## src/usr_pkg.sv

```systemverilog
// Package for the upstream select and initial ranging sequencer.
// Assumes the MAC front end decodes downstream messages into one-cycle event pulses.
package usr_pkg;

  // ==========================================================================
  // Message types and channel classes.
  // ==========================================================================
  localparam logic [7:0] MSG_TYPE_DESC_LEGACY = 8'h02;
  localparam logic [7:0] MSG_TYPE_DESC_ADV    = 8'h1D;
  localparam logic [1:0] CH_TYPE_NONE         = 2'h0;
  localparam logic [1:0] CH_TYPE_1            = 2'h1;
  localparam logic [1:0] CH_TYPE_2            = 2'h2;
  localparam logic [1:0] CH_TYPE_3            = 2'h3;

  // ==========================================================================
  // Table sizing and identifier values.
  // ==========================================================================
  localparam int         CH_SLOTS     = 8;
  localparam int         CH_IDX_W     = 3;
  localparam logic [13:0] SID_CONTENTION = 14'h0000;

  // ==========================================================================
  // Timer defaults, in clock cycles at 250 MHz (4 ns).
  // ==========================================================================
  localparam int         CLK_PERIOD_NS   = 4;
  localparam int         SEARCH_TMO_MS   = 1;
  localparam int         DESC_IVL_MS     = 1;
  localparam logic [31:0] SEARCH_TMO_CYC = 32'(SEARCH_TMO_MS * 1000000 / CLK_PERIOD_NS);
  localparam logic [31:0] DESC_IVL_CYC   = 32'(DESC_IVL_MS * 1000000 / CLK_PERIOD_NS);

  // ==========================================================================
  // Carriers.
  // ==========================================================================
  typedef struct packed {
    logic       valid;
    logic [7:0] chan_id;
    logic [7:0] msg_type;
    logic       has_legacy;
    logic       has_adv;
    logic       usable;
  } usr_desc_t;

  typedef struct packed {
    logic        valid;
    logic [7:0]  chan_id;
    logic        init_maint;
    logic        unicast;
    logic [13:0] service_identifier;
  } usr_map_t;

  typedef struct packed {
    logic        valid;
    logic        success;
    logic [13:0] temp_sid;
    logic [15:0] adjust;
  } usr_rsp_t;

  typedef enum logic [3:0] {
    ST_IDLE    = 4'b0000,
    ST_COLLECT = 4'b0001,
    ST_SELECT  = 4'b0010,
    ST_SYNC    = 4'b0011,
    ST_MAP     = 4'b0100,
    ST_BCAST   = 4'b0101,
    ST_RSP     = 4'b0110,
    ST_UNICAST = 4'b0111,
    ST_DONE    = 4'b1000,
    ST_RESCAN  = 4'b1001
  } usr_state_t;

  function automatic logic [1:0] usr_classify(input usr_desc_t d);
    logic [1:0] t;
    t = CH_TYPE_NONE;
    if (d.msg_type == MSG_TYPE_DESC_ADV) begin
      t = CH_TYPE_3;
    end else if (d.msg_type == MSG_TYPE_DESC_LEGACY) begin
      t = d.has_adv ? CH_TYPE_2 : CH_TYPE_1;
    end
    return t;
  endfunction : usr_classify

endpackage : usr_pkg

```

## src/usr_seq.sv

```systemverilog
// Upstream channel selection and initial ranging sequencer of the cable_modem.
// Assumes decoded message pulses from the MAC receiver and a transmitter that
// sends a ranging request on a one-cycle strobe.
// Function
// RULE1 - After downstream sync, wait for a channel descriptor before choosing parameters.
// RULE2 - Gather descriptors with distinct channel identifiers into a candidate set.
// RULE3 - No usable upstream at search timeout: abandon downstream and rescan.
// RULE4 - Judge suitability from descriptor; skip unsuitable channels to other candidates.
// RULE5 - Classify: type 1 legacy only, type 2 legacy plus advanced, type 3 type 29.
// RULE6 - Try the channel matching the stored last-registered identifier first.
// RULE7 - Otherwise prefer type 3, then type 2, then type 1.
// RULE8 - No ranging on type 1 or 2 before one descriptor interval elapsed.
// RULE9 - After type 3 failure, wait to learn other type 3 channels first.
// RULE10 - Take timestamp from next sync message unless a time reference exists.
// RULE11 - Wait for an allocation map on the chosen channel before transmitting.
// RULE12 - Range once per channel; on failure pick next; rescan when exhausted.
// RULE13 - Headend sends sync and descriptors periodically for every upstream.
// RULE14 - Answer broadcast initial maintenance in contention with service identifier zero.
// RULE15 - Headend allocates temporary identifier, responds, and polls it.
// RULE16 - Store the temporary service identifier and apply the response adjustments.
// RULE17 - Recognize own identifier in a unicast map element and answer it.
// RULE18 - Search and interval timers programmable, restarted on each new candidate; here only the interval timer does, search restarts on lock.
`timescale 1ns/1ps
`default_nettype none
module usr_seq
  import usr_pkg::*;
(
  // Clock and reset.
  input  wire logic        clk,
  input  wire logic        sys_rst,
  // Downstream status and decoded messages.
  input  wire logic        ds_locked,
  input  wire logic        sync_msg,
  input  wire usr_desc_t   desc_in,
  input  wire usr_map_t    map_in,
  input  wire usr_rsp_t    rsp_in,
  // Non-volatile stored channel and timer settings.
  input  wire logic [7:0]  stored_chan_id,
  input  wire logic        stored_valid,
  input  wire logic [31:0] search_tmo_cyc,
  input  wire logic [31:0] desc_ivl_cyc,
  // Ranging request towards the transmitter.
  output logic             rng_req,
  output logic [13:0]      rng_sid,
  output logic [7:0]       up_chan_id,
  output logic [15:0]      tx_adjust,
  // Status.
  output logic             rescan_req,
  output logic             ranged_ok,
  output logic [3:0]       state_out
);

  // ==========================================================================
  // Candidate table.
  // ==========================================================================
  logic [7:0]        tbl_id   [CH_SLOTS];
  logic [1:0]        tbl_type [CH_SLOTS];
  logic [CH_SLOTS-1:0] tbl_vld_r;
  logic [CH_SLOTS-1:0] tbl_tried_r;
  usr_state_t        state_r;
  logic              time_ref_r;
  logic              stored_tried_r;
  logic [CH_IDX_W-1:0] cur_idx_r;
  logic [1:0]        cur_type_r;
  logic              restart_tmr;
  logic              search_exp;
  logic              ivl_exp;

  // Looks up whether an identifier already sits in the table.
  function automatic logic id_known(input logic [7:0] id,
                                    input logic [CH_SLOTS-1:0] vld,
                                    input logic [7:0] ids [CH_SLOTS]);
    logic hit;
    hit = 1'b0;
    for (int i = 0; i < CH_SLOTS; i++) begin
      if (vld[i] && ids[i] == id) begin
        hit = 1'b1;
      end
    end
    return hit;
  endfunction : id_known

  logic                free_found;
  logic [CH_IDX_W-1:0] free_idx;
  always_comb begin
    free_found = 1'b0;
    free_idx   = '0;
    for (int i = CH_SLOTS - 1; i >= 0; i--) begin
      if (!tbl_vld_r[i]) begin
        free_found = 1'b1;
        free_idx   = CH_IDX_W'(i);
      end
    end
  end

  // Only usable descriptors become candidates; duplicates are dropped.
  always_ff @(posedge clk) begin
    if (sys_rst || state_r == ST_RESCAN || state_r == ST_IDLE) begin
      tbl_vld_r <= '0;
    end else if (desc_in.valid && desc_in.usable && free_found &&
                 !id_known(desc_in.chan_id, tbl_vld_r, tbl_id)) begin // [RULE2] [RULE4]
      tbl_vld_r[free_idx] <= 1'b1;
      tbl_id[free_idx]    <= desc_in.chan_id;
      tbl_type[free_idx]  <= usr_classify(desc_in);                   // [RULE5]
    end
  end

  // ==========================================================================
  // Candidate choice.
  // ==========================================================================
  logic                pick_ok;
  logic [CH_IDX_W-1:0] pick_idx;
  logic [1:0]          pick_type;
  always_comb begin
    pick_ok   = 1'b0;
    pick_idx  = '0;
    pick_type = CH_TYPE_NONE;
    for (int i = 0; i < CH_SLOTS; i++) begin
      if (tbl_vld_r[i] && !tbl_tried_r[i] && tbl_type[i] > pick_type) begin // [RULE7]
        pick_ok   = 1'b1;
        pick_idx  = CH_IDX_W'(i);
        pick_type = tbl_type[i];
      end
    end
    for (int i = 0; i < CH_SLOTS; i++) begin
      if (stored_valid && !stored_tried_r && tbl_vld_r[i] && !tbl_tried_r[i] &&
          tbl_id[i] == stored_chan_id) begin                         // [RULE6]
        pick_ok   = 1'b1;
        pick_idx  = CH_IDX_W'(i);
        pick_type = tbl_type[i];
      end
    end
  end

  // Type 1 and 2 need a full descriptor interval so type 3 channels surface.
  logic pick_allowed;
  assign pick_allowed = pick_ok && (pick_type == CH_TYPE_3 || ivl_exp); // [RULE8] [RULE9]

  // ==========================================================================
  // Timers.
  // ==========================================================================
  assign restart_tmr = (state_r == ST_IDLE && ds_locked) ||
                       (state_r == ST_SELECT && pick_allowed);       // [RULE18]

  usr_timer u_search_tmr (
    .clk      (clk),
    .sys_rst  (sys_rst),
    .restart  (state_r == ST_IDLE && ds_locked),
    .load_val (search_tmo_cyc),
    .expired  (search_exp)
  );

  usr_timer u_ivl_tmr (
    .clk      (clk),
    .sys_rst  (sys_rst),
    .restart  (restart_tmr),
    .load_val (desc_ivl_cyc),
    .expired  (ivl_exp)
  );

  // ==========================================================================
  // Sequencer.
  // ==========================================================================
  logic fail_now;
  assign fail_now = rsp_in.valid && !rsp_in.success;

  always_ff @(posedge clk) begin
    if (sys_rst) begin
      state_r <= ST_IDLE;
    end else begin
      unique case (state_r)
        ST_IDLE: begin
          if (ds_locked) begin
            state_r <= ST_COLLECT;
          end
        end
        ST_COLLECT: begin
          if (tbl_vld_r != '0) begin                                 // [RULE1]
            state_r <= ST_SELECT;
          end else if (search_exp) begin
            state_r <= ST_RESCAN;                                    // [RULE3]
          end
        end
        ST_SELECT: begin
          if (pick_allowed) begin
            state_r <= time_ref_r ? ST_MAP : ST_SYNC;                // [RULE10]
          end else if (!pick_ok && (ivl_exp || search_exp)) begin
            state_r <= ST_RESCAN;                                    // [RULE12]
          end
        end
        ST_SYNC: begin
          if (sync_msg) begin
            state_r <= ST_MAP;
          end
        end
        ST_MAP: begin
          if (map_in.valid && map_in.chan_id == up_chan_id) begin    // [RULE11]
            state_r <= ST_BCAST;
          end
        end
        ST_BCAST: begin
          if (rng_req) begin
            state_r <= ST_RSP;
          end
        end
        ST_RSP: begin
          if (rsp_in.valid && rsp_in.success) begin
            state_r <= ST_UNICAST;
          end else if (fail_now) begin
            state_r <= ST_SELECT;                                    // [RULE12]
          end
        end
        ST_UNICAST: begin
          if (rng_req) begin
            state_r <= ST_DONE;
          end
        end
        ST_DONE: begin
          if (!ds_locked) begin
            state_r <= ST_IDLE;
          end
        end
        ST_RESCAN: begin
          state_r <= ST_IDLE;
        end
        default: begin
          state_r <= ST_IDLE;
        end
      endcase
    end
  end

  // Selected channel bookkeeping.
  always_ff @(posedge clk) begin
    if (sys_rst || state_r == ST_IDLE) begin
      tbl_tried_r    <= '0;
      stored_tried_r <= 1'b0;
      cur_idx_r      <= '0;
      cur_type_r     <= CH_TYPE_NONE;
      up_chan_id     <= 8'h00;
    end else if (state_r == ST_SELECT && pick_allowed) begin
      tbl_tried_r[pick_idx] <= 1'b1;
      stored_tried_r        <= 1'b1;
      cur_idx_r             <= pick_idx;
      cur_type_r            <= pick_type;
      up_chan_id            <= tbl_id[pick_idx];
    end
  end

  // Time reference persists across channels while downstream stays locked.
  always_ff @(posedge clk) begin
    if (sys_rst || state_r == ST_IDLE) begin
      time_ref_r <= 1'b0;
    end else if (sync_msg) begin
      time_ref_r <= 1'b1;                                            // [RULE10]
    end
  end

  // ==========================================================================
  // Ranging requests and responses.
  // ==========================================================================
  always_ff @(posedge clk) begin
    if (sys_rst) begin
      rng_req <= 1'b0;
      rng_sid <= SID_CONTENTION;
    end else begin
      rng_req <= 1'b0;
      if (state_r == ST_BCAST && !rng_req && map_in.valid &&
          map_in.chan_id == up_chan_id && map_in.init_maint && !map_in.unicast) begin
        rng_req <= 1'b1;
        rng_sid <= SID_CONTENTION;                                   // [RULE14]
      end else if (state_r == ST_UNICAST && !rng_req && map_in.valid &&
                   map_in.chan_id == up_chan_id && map_in.unicast &&
                   map_in.service_identifier == rng_sid) begin
        rng_req <= 1'b1;                                             // [RULE17]
      end else if (state_r == ST_RSP && rsp_in.valid && rsp_in.success) begin
        rng_sid <= rsp_in.temp_sid;                                  // [RULE16]
      end
    end
  end

  always_ff @(posedge clk) begin
    if (sys_rst) begin
      tx_adjust <= 16'h0000;
    end else if (state_r == ST_RSP && rsp_in.valid && rsp_in.success) begin
      tx_adjust <= rsp_in.adjust;                                    // [RULE16]
    end
  end

  always_ff @(posedge clk) begin
    if (sys_rst) begin
      rescan_req <= 1'b0;
      ranged_ok  <= 1'b0;
      state_out  <= 4'h0;
    end else begin
      rescan_req <= (state_r == ST_RESCAN);                          // [RULE3]
      ranged_ok  <= (state_r == ST_DONE);
      state_out  <= state_r;
    end
  end

endmodule : usr_seq
`default_nettype wire

```

## src/usr_timer.sv

```systemverilog
// Programmable down-counting timer with restart and expiry flag.
// Assumes a single clock domain and synchronous reset.
`timescale 1ns/1ps
`default_nettype none
module usr_timer
  import usr_pkg::*;
(
  // Clock and reset.
  input  wire logic        clk,
  input  wire logic        sys_rst,
  // Control.
  input  wire logic        restart,
  input  wire logic [31:0] load_val,
  // Status.
  output logic             expired
);

  logic [31:0] cnt_r;

  always_ff @(posedge clk) begin
    if (sys_rst) begin
      cnt_r   <= 32'h00000000;
      expired <= 1'b0;
    end else if (restart) begin
      cnt_r   <= load_val;
      expired <= (load_val == 32'h00000000);
    end else if (cnt_r > 32'h00000001) begin
      cnt_r <= cnt_r - 32'h00000001;
    end else begin
      cnt_r   <= 32'h00000000;
      expired <= 1'b1;
    end
  end

endmodule : usr_timer
`default_nettype wire
```

## config.mk

```make
export PLATFORM = sky130hd
export DESIGN_NAME = usr_seq
export DESIGN_NICKNAME = d
export VERILOG_FILES = /design/src/usr_pkg.sv /design/src/usr_seq.sv /design/src/usr_timer.sv
export SDC_FILE = /design/constraint.sdc
export NUM_CORES = 1
export LEC_CHECK = 0
export ABC_AREA = 1
export BUFFER_PORTS_ARGS = -buffer_cell sky130_fd_sc_hd__buf_2
export CAP_MARGIN = 20
export CORE_ASPECT_RATIO = 1.5
export CORE_MARGIN = 2
export CORE_UTILIZATION = 25
export CTS_CLUSTER_DIAMETER = 150
export DETAILED_ROUTE_END_ITERATION = 8
export GPL_TIMING_DRIVEN = 0
export PLACE_DENSITY_LB_ADDON = 0.15
export SLEW_MARGIN = 5
export SYNTH_ARGS = -nofsm -noshare
export SYNTH_HDL_FRONTEND = slang
export SYNTH_SLANG_ARGS = --single-unit
```

## constraint.sdc

```tcl
create_clock -name clk -period 15.5 [get_ports clk]
set_input_delay 1.55 -clock clk [delete_from_list [all_inputs] [get_ports clk]]
set_output_delay 1.55 -clock clk [all_outputs]
set_load 0.01 [all_outputs]
```

==> metrics <==
pre-CTS worst setup slack=6.445 ns; Wirelength per Cell=19.35 um; Die X=188.3 um; critical path data arrival time=9.46 ns; Setup-failing EPs final=0; Die H=280.4 um; IO buf count=190; status=finished, final reports clean; largest net degree at the start of global routing=16; area of the die=0.05280 mm^2; ys async rst share=0%; postcts setup bufs=0; endpoints failing hold=0; Ant. Diodes=0; post-CTS sizing=0; Synth top cells by count=346 x nand2_1, 231 x nor2_1, 172 x inv_1, 133 x dfxtp_1, 119 x nand3_1; Pwr Density=116.2 mW/mm^2; Final period util=58.26%; layout cells sized above 1=16.96%; drt total wl=51.27 mm; H-tree depth=1; synth top area cells=dfxtp_1 21%, edfxtp_1 19%, nand2_1 10%; max-slew violation count=0; Period minus WS final=9.030 ns; Synth warnings=0; Synth Cell Area=0.01274 mm^2; critical path peak fanout=10; Tot Pwr=1.799 mW; Remaining DRCs=0; post-synth top area cell=dfxtp_1; EDFF count, synth=80; Synth-to-Final Area Change=21.59%; Syn Inst Count=1,737; max_cap viols=0; vias in the first global route=12,810; cell family with most CP delay=simple AND/OR/NAND/NOR gates; total number of vias=12,690; total track usage=19.04%; RSZ-0062 raised after global routing=no; # IOs=199; Netlist cell types=55; Clk Tree Root Cell=clkbuf_16; predominant post-synthesis flop cell=dfxtp_1; Hold Crit Class=register to register; Core Footprint=0.05042 mm^2; Avg Cell Area, Syn=7.332 um^2; Slowest-stage cell, CP=dfxtp_1; Max IR drop VDD=0.06171 mV; num rows=101; clk slew on worst S/H paths=0.07 ns; CTS Sinks=213; startpoint types=register; DRT iter0 DRCs=649; most frequent cell after synthesis=nand2_1; Crit Path Class=register to register; Setup TNS Final=0 ns; skew final=0.01885 ns; Achievable Freq=0.1107 GHz; Vias/cell=4.789; Placer Congestion=0.9442; DP HPWL=42.11 mm; initial core utilization=25.26%; clk_lat worst skew=0.55 ns; worst path required time=15.93 ns; CTS tree=built; Synth top area share=20.91%; fin nets=2,131; WP buf/inv=8; sequential share of the synthesized area=39.77%; initial antenna violation count=1; worst-margin pin slew=0.9942 ns; Syn Nets=1,905; Num CTS Buffers=24; cts hold-fix bufs=0; most used cell, CP=nand2_1; fillers=5,498; clk buf depth=3; P_leak=6.519 nW; GRT overflow=0; Final Worst Setup Slack=6.470 ns; headroom to the max-slew limit=33.48%; Routed Antenna Nets=0; global-route wire length before repair=76.38 mm; Yosys reg bits=213; DR pass1 iterations=5; Critical Path Max Stage Delay=0.38 ns; CP Capture Type=register
where the power goes:
part | switching (mW) | leakage [nW] | total, mW | internal, mW
registers | 0.0592 | 1.82 | 0.696 | 0.637
clock network | 0.254 | 0.414 | 0.628 | 0.373
logic | 0.304 | 4.29 | 0.475 | 0.171
total | 0.617 | 6.52 | 1.80 | 1.18
final timing paths:
check                                            startpoint                        endpoint  slack (ns)  depth (start not counted)
worst min register to register  tbl_tried_r[4]$_SDFFE_PP0P_     tbl_tried_r[4]$_SDFFE_PP0P_        0.45                          2
worst min-delay path            tbl_tried_r[4]$_SDFFE_PP0P_     tbl_tried_r[4]$_SDFFE_PP0P_        0.45                          2
worst max register to register    tbl_vld_r[0]$_SDFFE_PN0P_  u_ivl_tmr.cnt_r[28]$_SDFF_PP0_        6.47                         62
worst max-delay path              tbl_vld_r[0]$_SDFFE_PN0P_  u_ivl_tmr.cnt_r[28]$_SDFF_PP0_        6.47                         62
metrics by stage:
stage	hold slack, ns	utilization [%]	instances	cell area [um^2]
global route	0.4684	30.71	2650	15490
floorplan	0.4304	-	1737	12740
detailed placement	0.4423	29.00	2605	14620
finish	0.4512	30.71	2650	15490
global placement	0.4407	28.80	2596	14520
CTS	0.4526	30.69	2649	15470
worst min-delay path: stages, from the launching register on:
cell and delay, ns:
dfxtp_1 0.31, inv_1 0.05, a21oi_1 0.05
layer usage:
metal  vias to the layer above  part of all wire [%]  GRT usage, %
li1                       6310                     -             -
met1                      5938                    37         19.87
met2                       349                    54         37.25
met3                        93                   3.8         1.839
met4                         2                   5.6         9.916
met5                         -                 0.025             0
layout make-up:
| class | count | area, um^2 | share of cell area, % |
|---|---|---|---|
| Buffer | 58 | 279.0 | 1.802 |
| Clock inverter | 14 | 190.2 | 1.228 |
| Tap cell | 669 | 837.1 | 5.405 |
| Timing Repair Buffer | 200 | 1045 | 6.746 |
| Clock buffer | 30 | 664.4 | 4.290 |
| Inverter | 190 | 715.7 | 4.621 |
| Multi-Input combinational cell | 1276 | 6690 | 43.20 |
| Sequential cell | 213 | 5065 | 32.71 |
cells in the final DEF, fill, tap and decap left out, types with 5 or more instances in the layout:
master / instances
nor3_1: 37
a21oi_1: 113
xor2_1: 53
a221oi_1: 7
buf_2: 206
xnor2_1: 59
ha_1: 14
inv_2: 14
nor3_2: 6
edfxtp_1: 80
o2111ai_1: 5
clkbuf_16: 25
inv_1: 172
buf_4: 6
clkbuf_1: 40
nor2_2: 9
nor2_1: 228
nand3_1: 119
or2_2: 19
nand2_2: 9
a211oi_1: 7
nor4_1: 41
nand3_2: 5
dfxtp_1: 133
nand4_1: 61
o22ai_1: 24
buf_6: 7
nand2_1: 346
o21ai_0: 66
cell families after synthesis:
group	synth area share (%)
simple gates	32.26
buf+inv	7.810
fa+ha+maj	1.375
xor+xnor	7.702
compound gates	11.08
flops	39.77
registers in the layout (all words and copies together), names as in the netlist, 8 cells and up:
name and flops:
tbl_type 16, up_chan_id 8, tbl_tried_r 8, u_ivl_tmr.cnt_r 32
tbl_id 64, u_search_tmr.cnt_r 32, tx_adjust 16, rng_sid 14
tbl_vld_r 8
No activity file was read; power rests on OpenSTA's default activity.
